## src/gpib_seq_consts.svh

```systemverilog
/*
  Offsets, field positions, reset values and timing counts for the bus sequencer.
  Assumes a 40 MHz register clock and word-aligned APB addressing (byte address = index * 4).
*/
`ifndef GPIB_SEQ_CONSTS_SVH
`define GPIB_SEQ_CONSTS_SVH

// ----------------------------------------------------------------------------
// Register indices
// ----------------------------------------------------------------------------
`define PPR_IDX    6'h1d
`define DOUT_IDX   6'h1f
`define CTRL_IDX   6'h20
`define CMD_IDX    6'h21
`define STAT_IDX   6'h22
`define PPRES_IDX  6'h23

// ----------------------------------------------------------------------------
// Control register fields
// ----------------------------------------------------------------------------
`define CTRL_ABORT 0
`define CTRL_PPOLL 1
`define CTRL_GTS   2
`define CTRL_TCA   3
`define CTRL_EOI   4
`define CTRL_SYSC  5

// ----------------------------------------------------------------------------
// Reset values
// ----------------------------------------------------------------------------
`define PPR_RST    8'h00
`define SYSC_RST   1'b0

// ----------------------------------------------------------------------------
// Timing
// ----------------------------------------------------------------------------
`define CLK_NS     25
`define IFC_NS     100000
`define PP_NS      25000
`define SETTLE_NS  2000
`define IFC_CYC    ((`IFC_NS + `CLK_NS - 1) / `CLK_NS)
`define PP_CYC     ((`PP_NS + `CLK_NS - 1) / `CLK_NS)
`define SETTLE_CYC ((`SETTLE_NS + `CLK_NS - 1) / `CLK_NS)

`endif

```

## src/bus_seq_pkg.sv

```systemverilog
/*
  Types shared by the bus sequencer: states, queued bus bytes and control lines.
  Assumes nothing beyond a SystemVerilog compiler.
*/
package bus_seq_pkg;

  // --------------------------------------------------------------------------
  // Sequencer states, one-hot
  // --------------------------------------------------------------------------
  typedef enum logic [6:0] {
    ST_IDLE   = 7'h01,
    ST_ATN    = 7'h02,
    ST_SETTLE = 7'h04,
    ST_WAIT   = 7'h08,
    ST_DAV    = 7'h10,
    ST_IFC    = 7'h20,
    ST_PPOLL  = 7'h40
  } state_t;

  // One queued bus byte: command under attention or data
  typedef struct packed {
    logic       cmd;
    logic       eoi;
    logic [7:0] data;
  } bus_byte_t;

  // Single-line control signals driven onto the bus
  typedef struct packed {
    logic atn;
    logic eoi;
    logic ifc;
    logic ren;
    logic dav;
  } ctl_lines_t;

endpackage : bus_seq_pkg

```

## src/gpib_controller_bus_sequencer.sv

```systemverilog
/*
  Controller-side bus sequencer: APB register file, two-entry byte queue, three-wire
  source handshake, attention handling, interface clear and parallel poll.
  Assumes bus inputs already synchronous to pclk and true = 1 on every line.
*/
// How it works
// - During a poll, drive each data line true whose response bit is one.
// - During a poll, leave false every data line whose response bit is zero.
// - Attention keeps its level until a later step asks for the other one.
// - Attention only toggles when the step needs a different level.
// - Abort as system controller holds interface clear at least 100 us.
// - Single-line messages use control lines; multi-line commands go on data lines.
// - A requested end-or-identify goes out with the next data-out byte.
`include "gpib_seq_consts.svh"

module gpib_controller_bus_sequencer #(
  parameter int unsigned IFC_CYCLES    = `IFC_CYC,
  parameter int unsigned PP_CYCLES     = `PP_CYC,
  parameter int unsigned SETTLE_CYCLES = `SETTLE_CYC
) (
  // Clock, reset, enable
  input  wire logic                    pclk,
  input  wire logic                    presetn,
  input  wire logic                    ce,
  // APB slave
  input  wire logic                    psel,
  input  wire logic                    penable,
  input  wire logic                    pwrite,
  input  wire logic [7:0]              paddr,
  input  wire logic [31:0]             pwdata,
  output logic                         pready,
  output logic [31:0]                  prdata,
  output logic                         pslverr,
  // Bus lines
  output bus_seq_pkg::ctl_lines_t      lines_o,
  output logic [7:0]                   dio_o,
  output logic [7:0]                   dio_oe,
  input  wire logic [7:0]              dio_i,
  input  wire logic                    atn_i,
  input  wire logic                    eoi_i,
  input  wire logic                    nrfd_i,
  input  wire logic                    ndac_i
);
  import bus_seq_pkg::*;

  localparam int CW = 12;
  localparam logic [CW-1:0] IFC_N    = CW'(IFC_CYCLES - 1);
  localparam logic [CW-1:0] PP_N     = CW'(PP_CYCLES - 1);
  localparam logic [CW-1:0] SETTLE_N = CW'(SETTLE_CYCLES - 1);

  // --------------------------------------------------------------------------
  // Register bus
  // --------------------------------------------------------------------------
  logic [31:0] prdata_r, prdata_nxt;
  logic        pready_r, pready_nxt, pslverr_r, pslverr_nxt;
  logic [7:0]  ppr_r, ppr_nxt, ppres_r, ppres_nxt;
  logic [3:0]  pend_r, pend_nxt, take;
  logic        eoi_pend_r, eoi_pend_nxt, sysc_r, sysc_nxt;
  logic        sel_ppr, sel_dout, sel_ctrl, sel_cmd, sel_stat, sel_ppres;
  logic        mapped, fill_blk, acc, wr_fire, push, pop;
  bus_byte_t   ent_r [2];
  bus_byte_t   push_ent;
  logic        wp_r, wp_nxt, rp_r, rp_nxt;
  logic [1:0]  cnt_r, cnt_nxt;
  // Sequencer
  state_t      state_r, state_nxt;
  logic [CW-1:0] tmr_r, tmr_nxt;
  bus_byte_t   cur_r, cur_nxt;
  logic        cur_vld_r, cur_vld_nxt, act_r, act_nxt;
  logic        atn_want_r, atn_want_nxt, atn_save_r, atn_save_nxt;
  ctl_lines_t  lines_r, lines_nxt;
  logic [7:0]  dio_r, dio_nxt, oe_r, oe_nxt;
  logic        in_poll, drv;

  // Address decode, queue back-pressure and read mux
  always_comb begin
    sel_ppr   = (paddr == {`PPR_IDX, 2'b00});
    sel_dout  = (paddr == {`DOUT_IDX, 2'b00});
    sel_ctrl  = (paddr == {`CTRL_IDX, 2'b00});
    sel_cmd   = (paddr == {`CMD_IDX, 2'b00});
    sel_stat  = (paddr == {`STAT_IDX, 2'b00});
    sel_ppres = (paddr == {`PPRES_IDX, 2'b00});
    mapped    = sel_ppr | sel_dout | sel_ctrl | sel_cmd | sel_stat | sel_ppres;
    fill_blk  = pwrite & (sel_dout | sel_cmd) & (cnt_r == 2'd2); // Stall writer while queue full
    acc       = psel & penable & ~pready_r;
    pready_nxt  = acc & ~fill_blk;
    pslverr_nxt = acc & ~fill_blk & ~mapped;
    prdata_nxt  = 32'h0000_0000;
    if (acc && !pwrite) begin
      if (sel_ctrl) begin
        prdata_nxt = {26'h0, sysc_r, eoi_pend_r, pend_r};
      end else if (sel_stat) begin
        prdata_nxt = {24'h0, eoi_pend_r, (state_r != ST_IDLE), (cnt_r == 2'd0), (cnt_r == 2'd2),
                      act_r, lines_r.ren, lines_r.ifc, lines_r.atn};
      end else if (sel_ppres) begin
        prdata_nxt = {24'h0, ppres_r};
      end
    end
  end

  // Register writes and queue filling; a set from software always wins over a clear
  always_comb begin
    wr_fire  = psel & penable & pwrite & pready_r & ~pslverr_r;
    push     = wr_fire & (sel_dout | sel_cmd);
    push_ent = '{cmd: sel_cmd, eoi: eoi_pend_r & sel_dout, data: pwdata[7:0]};
    ppr_nxt  = (wr_fire && sel_ppr) ? pwdata[7:0] : ppr_r;
    sysc_nxt = (wr_fire && sel_ctrl) ? pwdata[`CTRL_SYSC] : sysc_r;
    pend_nxt = (pend_r & ~take) | ((wr_fire && sel_ctrl) ? pwdata[3:0] : 4'h0);
    eoi_pend_nxt = (wr_fire && sel_ctrl && pwdata[`CTRL_EOI]) | (eoi_pend_r & ~(push & sel_dout));
    wp_nxt  = push ? ~wp_r : wp_r;
    rp_nxt  = pop ? ~rp_r : rp_r;
    cnt_nxt = cnt_r + 2'(push) - 2'(pop); // A push and a pop in one cycle cancel
  end

  // Register file state
  always_ff @(posedge pclk or negedge presetn) begin
    if (!presetn) begin
      pready_r   <= 1'b0;
      pslverr_r  <= 1'b0;
      prdata_r   <= 32'h0000_0000;
      ppr_r      <= `PPR_RST;
      sysc_r     <= `SYSC_RST;
      pend_r     <= 4'h0;
      eoi_pend_r <= 1'b0;
      wp_r       <= 1'b0;
      rp_r       <= 1'b0;
      cnt_r      <= 2'd0;
    end else if (ce) begin
      pready_r   <= pready_nxt;
      pslverr_r  <= pslverr_nxt;
      prdata_r   <= prdata_nxt;
      ppr_r      <= ppr_nxt;
      sysc_r     <= sysc_nxt;
      pend_r     <= pend_nxt;
      eoi_pend_r <= eoi_pend_nxt;
      wp_r       <= wp_nxt;
      rp_r       <= rp_nxt;
      cnt_r      <= cnt_nxt;
    end
  end

  // Queue storage; data needs no reset since the count guards it
  always_ff @(posedge pclk) begin
    if (ce && push) begin
      ent_r[wp_r] <= push_ent;
    end
  end

  // --------------------------------------------------------------------------
  // Sequencer
  // --------------------------------------------------------------------------
  always_comb begin
    state_nxt    = state_r;
    tmr_nxt      = tmr_r;
    cur_nxt      = cur_r;
    cur_vld_nxt  = cur_vld_r;
    act_nxt      = act_r;
    atn_want_nxt = atn_want_r;
    atn_save_nxt = atn_save_r;
    lines_nxt    = lines_r;
    ppres_nxt    = ppres_r;
    take         = 4'h0;
    pop          = 1'b0;
    case (state_r)
      ST_IDLE: begin
        if (pend_r[`CTRL_ABORT]) begin
          take[`CTRL_ABORT] = 1'b1;
          if (sysc_r) begin
            lines_nxt.ifc = 1'b1;
            tmr_nxt       = IFC_N;
            state_nxt     = ST_IFC;
          end
        end else if (pend_r[`CTRL_PPOLL]) begin
          take[`CTRL_PPOLL] = 1'b1;
          if (act_r) begin
            atn_save_nxt  = lines_r.atn;
            lines_nxt.atn = 1'b1;
            lines_nxt.eoi = 1'b1;
            tmr_nxt       = PP_N;
            state_nxt     = ST_PPOLL;
          end
        end else if (pend_r[`CTRL_GTS] || pend_r[`CTRL_TCA]) begin
          take[`CTRL_GTS] = 1'b1;
          take[`CTRL_TCA] = 1'b1;
          atn_want_nxt    = pend_r[`CTRL_TCA];
          if (pend_r[`CTRL_TCA] != lines_r.atn) begin
            state_nxt = ST_ATN;
          end
        end else if (cnt_r != 2'd0) begin
          pop          = 1'b1;
          cur_nxt      = ent_r[rp_r];
          cur_vld_nxt  = 1'b1;
          atn_want_nxt = ent_r[rp_r].cmd;
          tmr_nxt      = SETTLE_N;
          state_nxt    = (ent_r[rp_r].cmd != lines_r.atn) ? ST_ATN : ST_SETTLE;
        end
      end
      ST_ATN: begin
        lines_nxt.atn = atn_want_r;
        tmr_nxt       = SETTLE_N;
        state_nxt     = ST_SETTLE;
      end
      ST_SETTLE: begin
        if (tmr_r == '0) begin
          state_nxt = cur_vld_r ? ST_WAIT : ST_IDLE;
        end else begin
          tmr_nxt = tmr_r - 12'h001;
        end
      end
      ST_WAIT: begin
        if (!nrfd_i) begin
          lines_nxt.dav = 1'b1;
          lines_nxt.eoi = cur_r.eoi & ~cur_r.cmd;
          state_nxt     = ST_DAV;
        end
      end
      ST_DAV: begin
        if (!ndac_i) begin
          lines_nxt.dav = 1'b0;
          lines_nxt.eoi = 1'b0;
          cur_vld_nxt   = 1'b0;
          state_nxt     = ST_IDLE;
        end
      end
      ST_IFC: begin
        if (tmr_r == '0) begin
          lines_nxt.ifc = 1'b0;
          lines_nxt.ren = 1'b1;
          act_nxt       = 1'b1;
          atn_want_nxt  = 1'b0;
          state_nxt     = lines_r.atn ? ST_ATN : ST_IDLE;
        end else begin
          tmr_nxt = tmr_r - 12'h001;
        end
      end
      ST_PPOLL: begin
        if (tmr_r == '0) begin
          ppres_nxt     = dio_i;
          lines_nxt.eoi = 1'b0;
          atn_want_nxt  = atn_save_r;
          state_nxt     = (atn_save_r != lines_r.atn) ? ST_ATN : ST_IDLE;
        end else begin
          tmr_nxt = tmr_r - 12'h001;
        end
      end
      default: begin
        state_nxt = ST_IDLE;
      end
    endcase
  end

  // Data line drivers, one per bit: poll response has priority over handshake data
  assign in_poll = (atn_i & eoi_i) | (state_r == ST_PPOLL);
  assign drv     = cur_vld_r & ((state_r == ST_SETTLE) | (state_r == ST_WAIT) | (state_r == ST_DAV));
  for (genvar i = 0; i < 8; i++) begin : g_dio
    assign dio_nxt[i] = in_poll ? ppr_r[i] : (drv & cur_r.data[i]);
    assign oe_nxt[i]  = in_poll ? ppr_r[i] : drv;
  end

  // Sequencer state
  always_ff @(posedge pclk or negedge presetn) begin
    if (!presetn) begin
      state_r    <= ST_IDLE;
      tmr_r      <= '0;
      cur_r      <= '0;
      cur_vld_r  <= 1'b0;
      act_r      <= 1'b0;
      atn_want_r <= 1'b0;
      atn_save_r <= 1'b0;
      lines_r    <= '0;
      ppres_r    <= 8'h00;
      dio_r      <= 8'h00;
      oe_r       <= 8'h00;
    end else if (ce) begin
      state_r    <= state_nxt;
      tmr_r      <= tmr_nxt;
      cur_r      <= cur_nxt;
      cur_vld_r  <= cur_vld_nxt;
      act_r      <= act_nxt;
      atn_want_r <= atn_want_nxt;
      atn_save_r <= atn_save_nxt;
      lines_r    <= lines_nxt;
      ppres_r    <= ppres_nxt;
      dio_r      <= dio_nxt;
      oe_r       <= oe_nxt;
    end
  end

  // Outputs straight from flops
  assign pready  = pready_r;
  assign pslverr = pslverr_r;
  assign prdata  = prdata_r;
  assign lines_o = lines_r;
  assign dio_o   = dio_r;
  assign dio_oe  = oe_r;

  // --------------------------------------------------------------------------
  // Checks
  // --------------------------------------------------------------------------
  logic [CW-1:0] ifc_len_r;

  // Length of the current interface clear pulse, saturating
  always_ff @(posedge pclk or negedge presetn) begin
    if (!presetn) begin
      ifc_len_r <= '0;
    end else if (ce) begin
      ifc_len_r <= !lines_r.ifc ? '0 : ((ifc_len_r == '1) ? ifc_len_r : ifc_len_r + 12'h001);
    end
  end
endmodule : gpib_controller_bus_sequencer

```

## config.mk

```make
export PLATFORM = sky130hd
export DESIGN_NAME = gpib_controller_bus_sequencer
export DESIGN_NICKNAME = d
export VERILOG_FILES = /design/src/bus_seq_pkg.sv /design/src/gpib_controller_bus_sequencer.sv
export VERILOG_INCLUDE_DIRS = /design/src
export SDC_FILE = /design/constraint.sdc
export NUM_CORES = 1
export LEC_CHECK = 0
export ABC_AREA = 1
export BUFFER_PORTS_ARGS = -buffer_cell sky130_fd_sc_hd__buf_2
export CORE_AREA = 10 10 171 133
export CTS_BUF_LIST = sky130_fd_sc_hd__clkbuf_4 sky130_fd_sc_hd__clkbuf_8
export DETAILED_ROUTE_END_ITERATION = 8
export DIE_AREA = 0 0 181 143
export PLACE_DENSITY = 0.55
export SLEW_MARGIN = 5
export SYNTH_ARGS = -nofsm -noshare
export SYNTH_HDL_FRONTEND = slang
export SYNTH_SLANG_ARGS = --single-unit
```

## constraint.sdc

```tcl
create_clock -name pclk -period 4.15 [get_ports pclk]
set_input_delay 0.415 -clock pclk [delete_from_list [all_inputs] [get_ports pclk]]
set_output_delay 0.415 -clock pclk [all_outputs]
set_load 0.03 [all_outputs]
```

==> summary.txt <==
Outcome
  • Status: finished, final reports clean

Die
  • Die width: between 150 and 200 um
  • Core footprint: 19210 um2
  • Num rows: between 40 and 50
  • Die ar.: ~26000 um2
  • Number of I/O pins: roughly 110
  • Die H: ~140 um
  • Initial core utilization: 29.68%

Finish
  • Area grow syn2layout: 11.89%
  • Layout Nets: around 830
  • Layout cells sized above 1: 15.67%
  • Antenna diodes: 0
  • Fill cells: slightly above 2000
  • Util after Layout: around a third
  • Most frequent cells in the layout: 217 x nand2_1, 88 x dfrtp_1, 67 x inv_1
  • Commonest non-fill, non-tap cell in the layout: nand2_1

CTS
  • CTS tree: done
  • Setup bufs post-CTS: 0
  • Hold_buf cts: 0
  • Number of CTS-inserted buffers: 9
  • CTS sink count: roughly 110
  • CTS root buffer: clkbuf_8
  • Post-CTS sizing: 0
  • Clk buf depth: 2
  • Clock slew seen by the registers of the worst setup and hold paths: between 0.1 and 0.15 ns
  • CTS H-tree depth: 3
  • Worst-Skew Late Latency: roughly 0.4 ns

Setup path
  • Reg2reg setup slack: about 1.7 ns
  • Slowest stage cell, crit path: dfstp_2
  • Max stage delay on crit path: ~0.58 ns
  • Data required, critical path: 4.43 ns
  • Startpoint types: flop
  • Setup CP Type: flop to flop
  • Arrival @ worst endpoint: approximately 2.8 ns
  • Critical-path cell list: nand2_1, nor2_1, nand2_1, nor2_1, nand3_1, inv_1, ha_1, inv_1, ha_1, a21oi_1, o21ai_0, xor2_1
  • Crit end category: flop
  • Buf+Inv Stages, Crit Path: 2
  • Delay-heaviest family, CP: simple AND/OR/NAND/NOR gates
  • Worst-path maximum fanout: 4

Synth
  • Yosys warns: 0
  • Post-synth EDFFs: 20
  • #FFs+latches synth: 109
  • Cells after synthesis: roughly 700
  • Post-synth ARST share: between 80% and 90%
  • Most used DFF post-synth: dfrtp_1
  • Post-Syn Area: ~5700 um2
  • Netlist cell types: 40
  • Avg Inst Size Synth: ~8.1 um2
  • Sequential area share after synthesis: roughly 50%

Timing
  • Setup TNS: 0 ns
  • Worst slew margin: about two fifths
  • Fmax: 0.4008 GHz
  • Final Setup Violations: 0
  • Final hold vios: 0
  • Skew final: ~0.019 ns
  • Fin Hold WS: ~0.16 ns
  • Crit path time final: between 2 and 2.5 ns
  • Max-slew violations: 0
  • RSZ-0062 raised after global routing: no
  • Tcrit/Tclk final: around 60%
  • Measured slew at the worst slew-check pin: about 0.9 ns

Power and ir drop
  • Max VDD drop: around 0.22 mV
  • Leakage: approximately 3.3 nW
  • Pwr Total: ~3.5 mW
  • Cell Pwr Density: around 540 nW/um2

Routing
  • 1st-iter DRT viols: 376
  • Antenna Nets Post-Route: 0
  • Wire per inst: 14.36 um
  • # DRC: 0
  • Vias: between 4000 and 5000
  • Pre-Repair DR Iteration Count: 5
  • Wirelength, routed: approximately 15000 um
  • Vias/cell: between 4 and 5

Place
  • Post-DP HPWL: approximately 11000 um
  • GPL Wtd Cong: roughly 0.84
  • Port bufs: between 60 and 70

GRT
  • All-Layer GR Usage: 11.50%
  • Largest net degree at the start of global routing: 70
  • Vias in the first global route: approximately 4400
  • Grt total ovfl: 0
  • First-pass GRT wire length: approximately 24000 um
  • Initial antenna violation count: 0

Run
  • Max Cap Violations: 0

Worst hold path
  • Worst hold path class: input pin to asynchronous set/reset pin
## registers in the layout, summed over array words and instances, names as in the netlist
name,flops
cur_vld_r,1
cur_r,10
atn_want_r,1
pslverr,1
eoi_pend_r,1
ppres_r,8
tmr_r,12
ppr_r,8
dio_o,8
cnt_r,2
ent_r,20
rp_r,1
dio_oe,8
wp_r,1
atn_save_r,1
state_r,7
pend_r,4
pready,1
lines_o,5
prdata,8
sysc_r,1
## path summary, 6_finish.rpt
path,start,end,depth (start not counted)
min in group pclk,pwdata[1],ent_r[1][1],1
hold reg to reg,dio_oe[1],dio_oe[1],2
setup reg to reg,state_r[0],cnt_r[1],12
setup / recovery,state_r[0],cnt_r[1],12
max in group asynchronous,presetn,cur_r[8],2
hold / removal,presetn,ppres_r[7],1
## area by class of cell
class                           count  area, um2  area share (%)
Inverter                           76      285.3           4.471
Clock buffer                       10      137.6           2.157
Timing Repair Buffer               66      337.8           5.295
Multi-Input combinational cell    505       2396           37.56
Clock inverter                      6      77.57           1.216
Tap cell                          253      316.6           4.962
Sequential cell                   109       2829           44.34
## stage by stage
step	worst slack, ns	cell area (um2)	cells
after detailed placement	1.457	6165	1009
after floorplan	2.167	5788	730
after CTS	1.725	6380	1025
after global routing	1.506	6380	1025
final	1.655	6380	1025
after global placement	1.457	6165	1009
## cells by family after synthesis
group	share of synthesized area, %
AOI/OAI and AO/OA	9.809
xor gates and xnor gates	1.075
adders and majority gates	0.6584
buffers and inverters	9.875
DFF	49.62
muxes	1.975
other	0.06577
and+or+nand+nor	26.93
## worst register-to-register path: stages (launching register included)
cell and delay, ns:
dfstp_2 0.58, nand2_1 0.06, nor2_1 0.10, nand2_1 0.19
nor2_1 0.31, nand3_1 0.28, inv_1 0.13, ha_1 0.12
inv_1 0.04, ha_1 0.19, a21oi_1 0.13, o21ai_0 0.11
xor2_1 0.15
## metal layers
layer / vias to the layer above / part of all wire (%) / track usage (%)
met1: 2104 / 56 / 18.25
met4: 0 / 0.62 / 2.563
met2: 144 / 37 / 14.62
met5: - / 0 / 0
li1: 2351 / - / -
met3: 5 / 7.1 / 3.081
## power by group
| group | leakage [nW] | switching (mW) | total (mW) | internal (mW) |
|---|---|---|---|---|
| Clock | 0.107 | 0.421 | 0.679 | 0.258 |
| Combinational | 1.87 | 0.914 | 1.31 | 0.399 |
| Sequential | 1.34 | 0.193 | 1.48 | 1.29 |
| Total | 3.32 | 1.53 | 3.47 | 1.94 |
## Yosys cell counts, types with 2 or more instances
master    instances  area share (%)
a21oi_1          21             1.8
a22oi_1           2            0.26
buf_1             2            0.13
buf_2             3            0.26
buf_4            27             3.6
buf_6             3            0.59
clkbuf_1          5            0.33
dfrtp_1          88              39
edfxtp_1         20              11
ha_1              3            0.66
inv_1            67             4.4
inv_2             9            0.59
mux2_2            2            0.39
mux2i_1           9             1.6
nand2_1         217              14
nand2_2           9            0.99
nand3_1          35             3.1
nand3_2           3            0.53
nand3b_1          2            0.26
nand4_1           5            0.55
nor2_1           58             3.8
nor2_2            6            0.66
nor2_4            3            0.59
nor3_1            9            0.79
nor3_4            2            0.57
nor4_1            3            0.33
o21ai_0          57             5.0
o21ai_1          16             1.4
o21ai_2           2            0.31
o22ai_1           4            0.44
xor2_1            6            0.92
No activity file was read; power rests on OpenSTA's default activity.
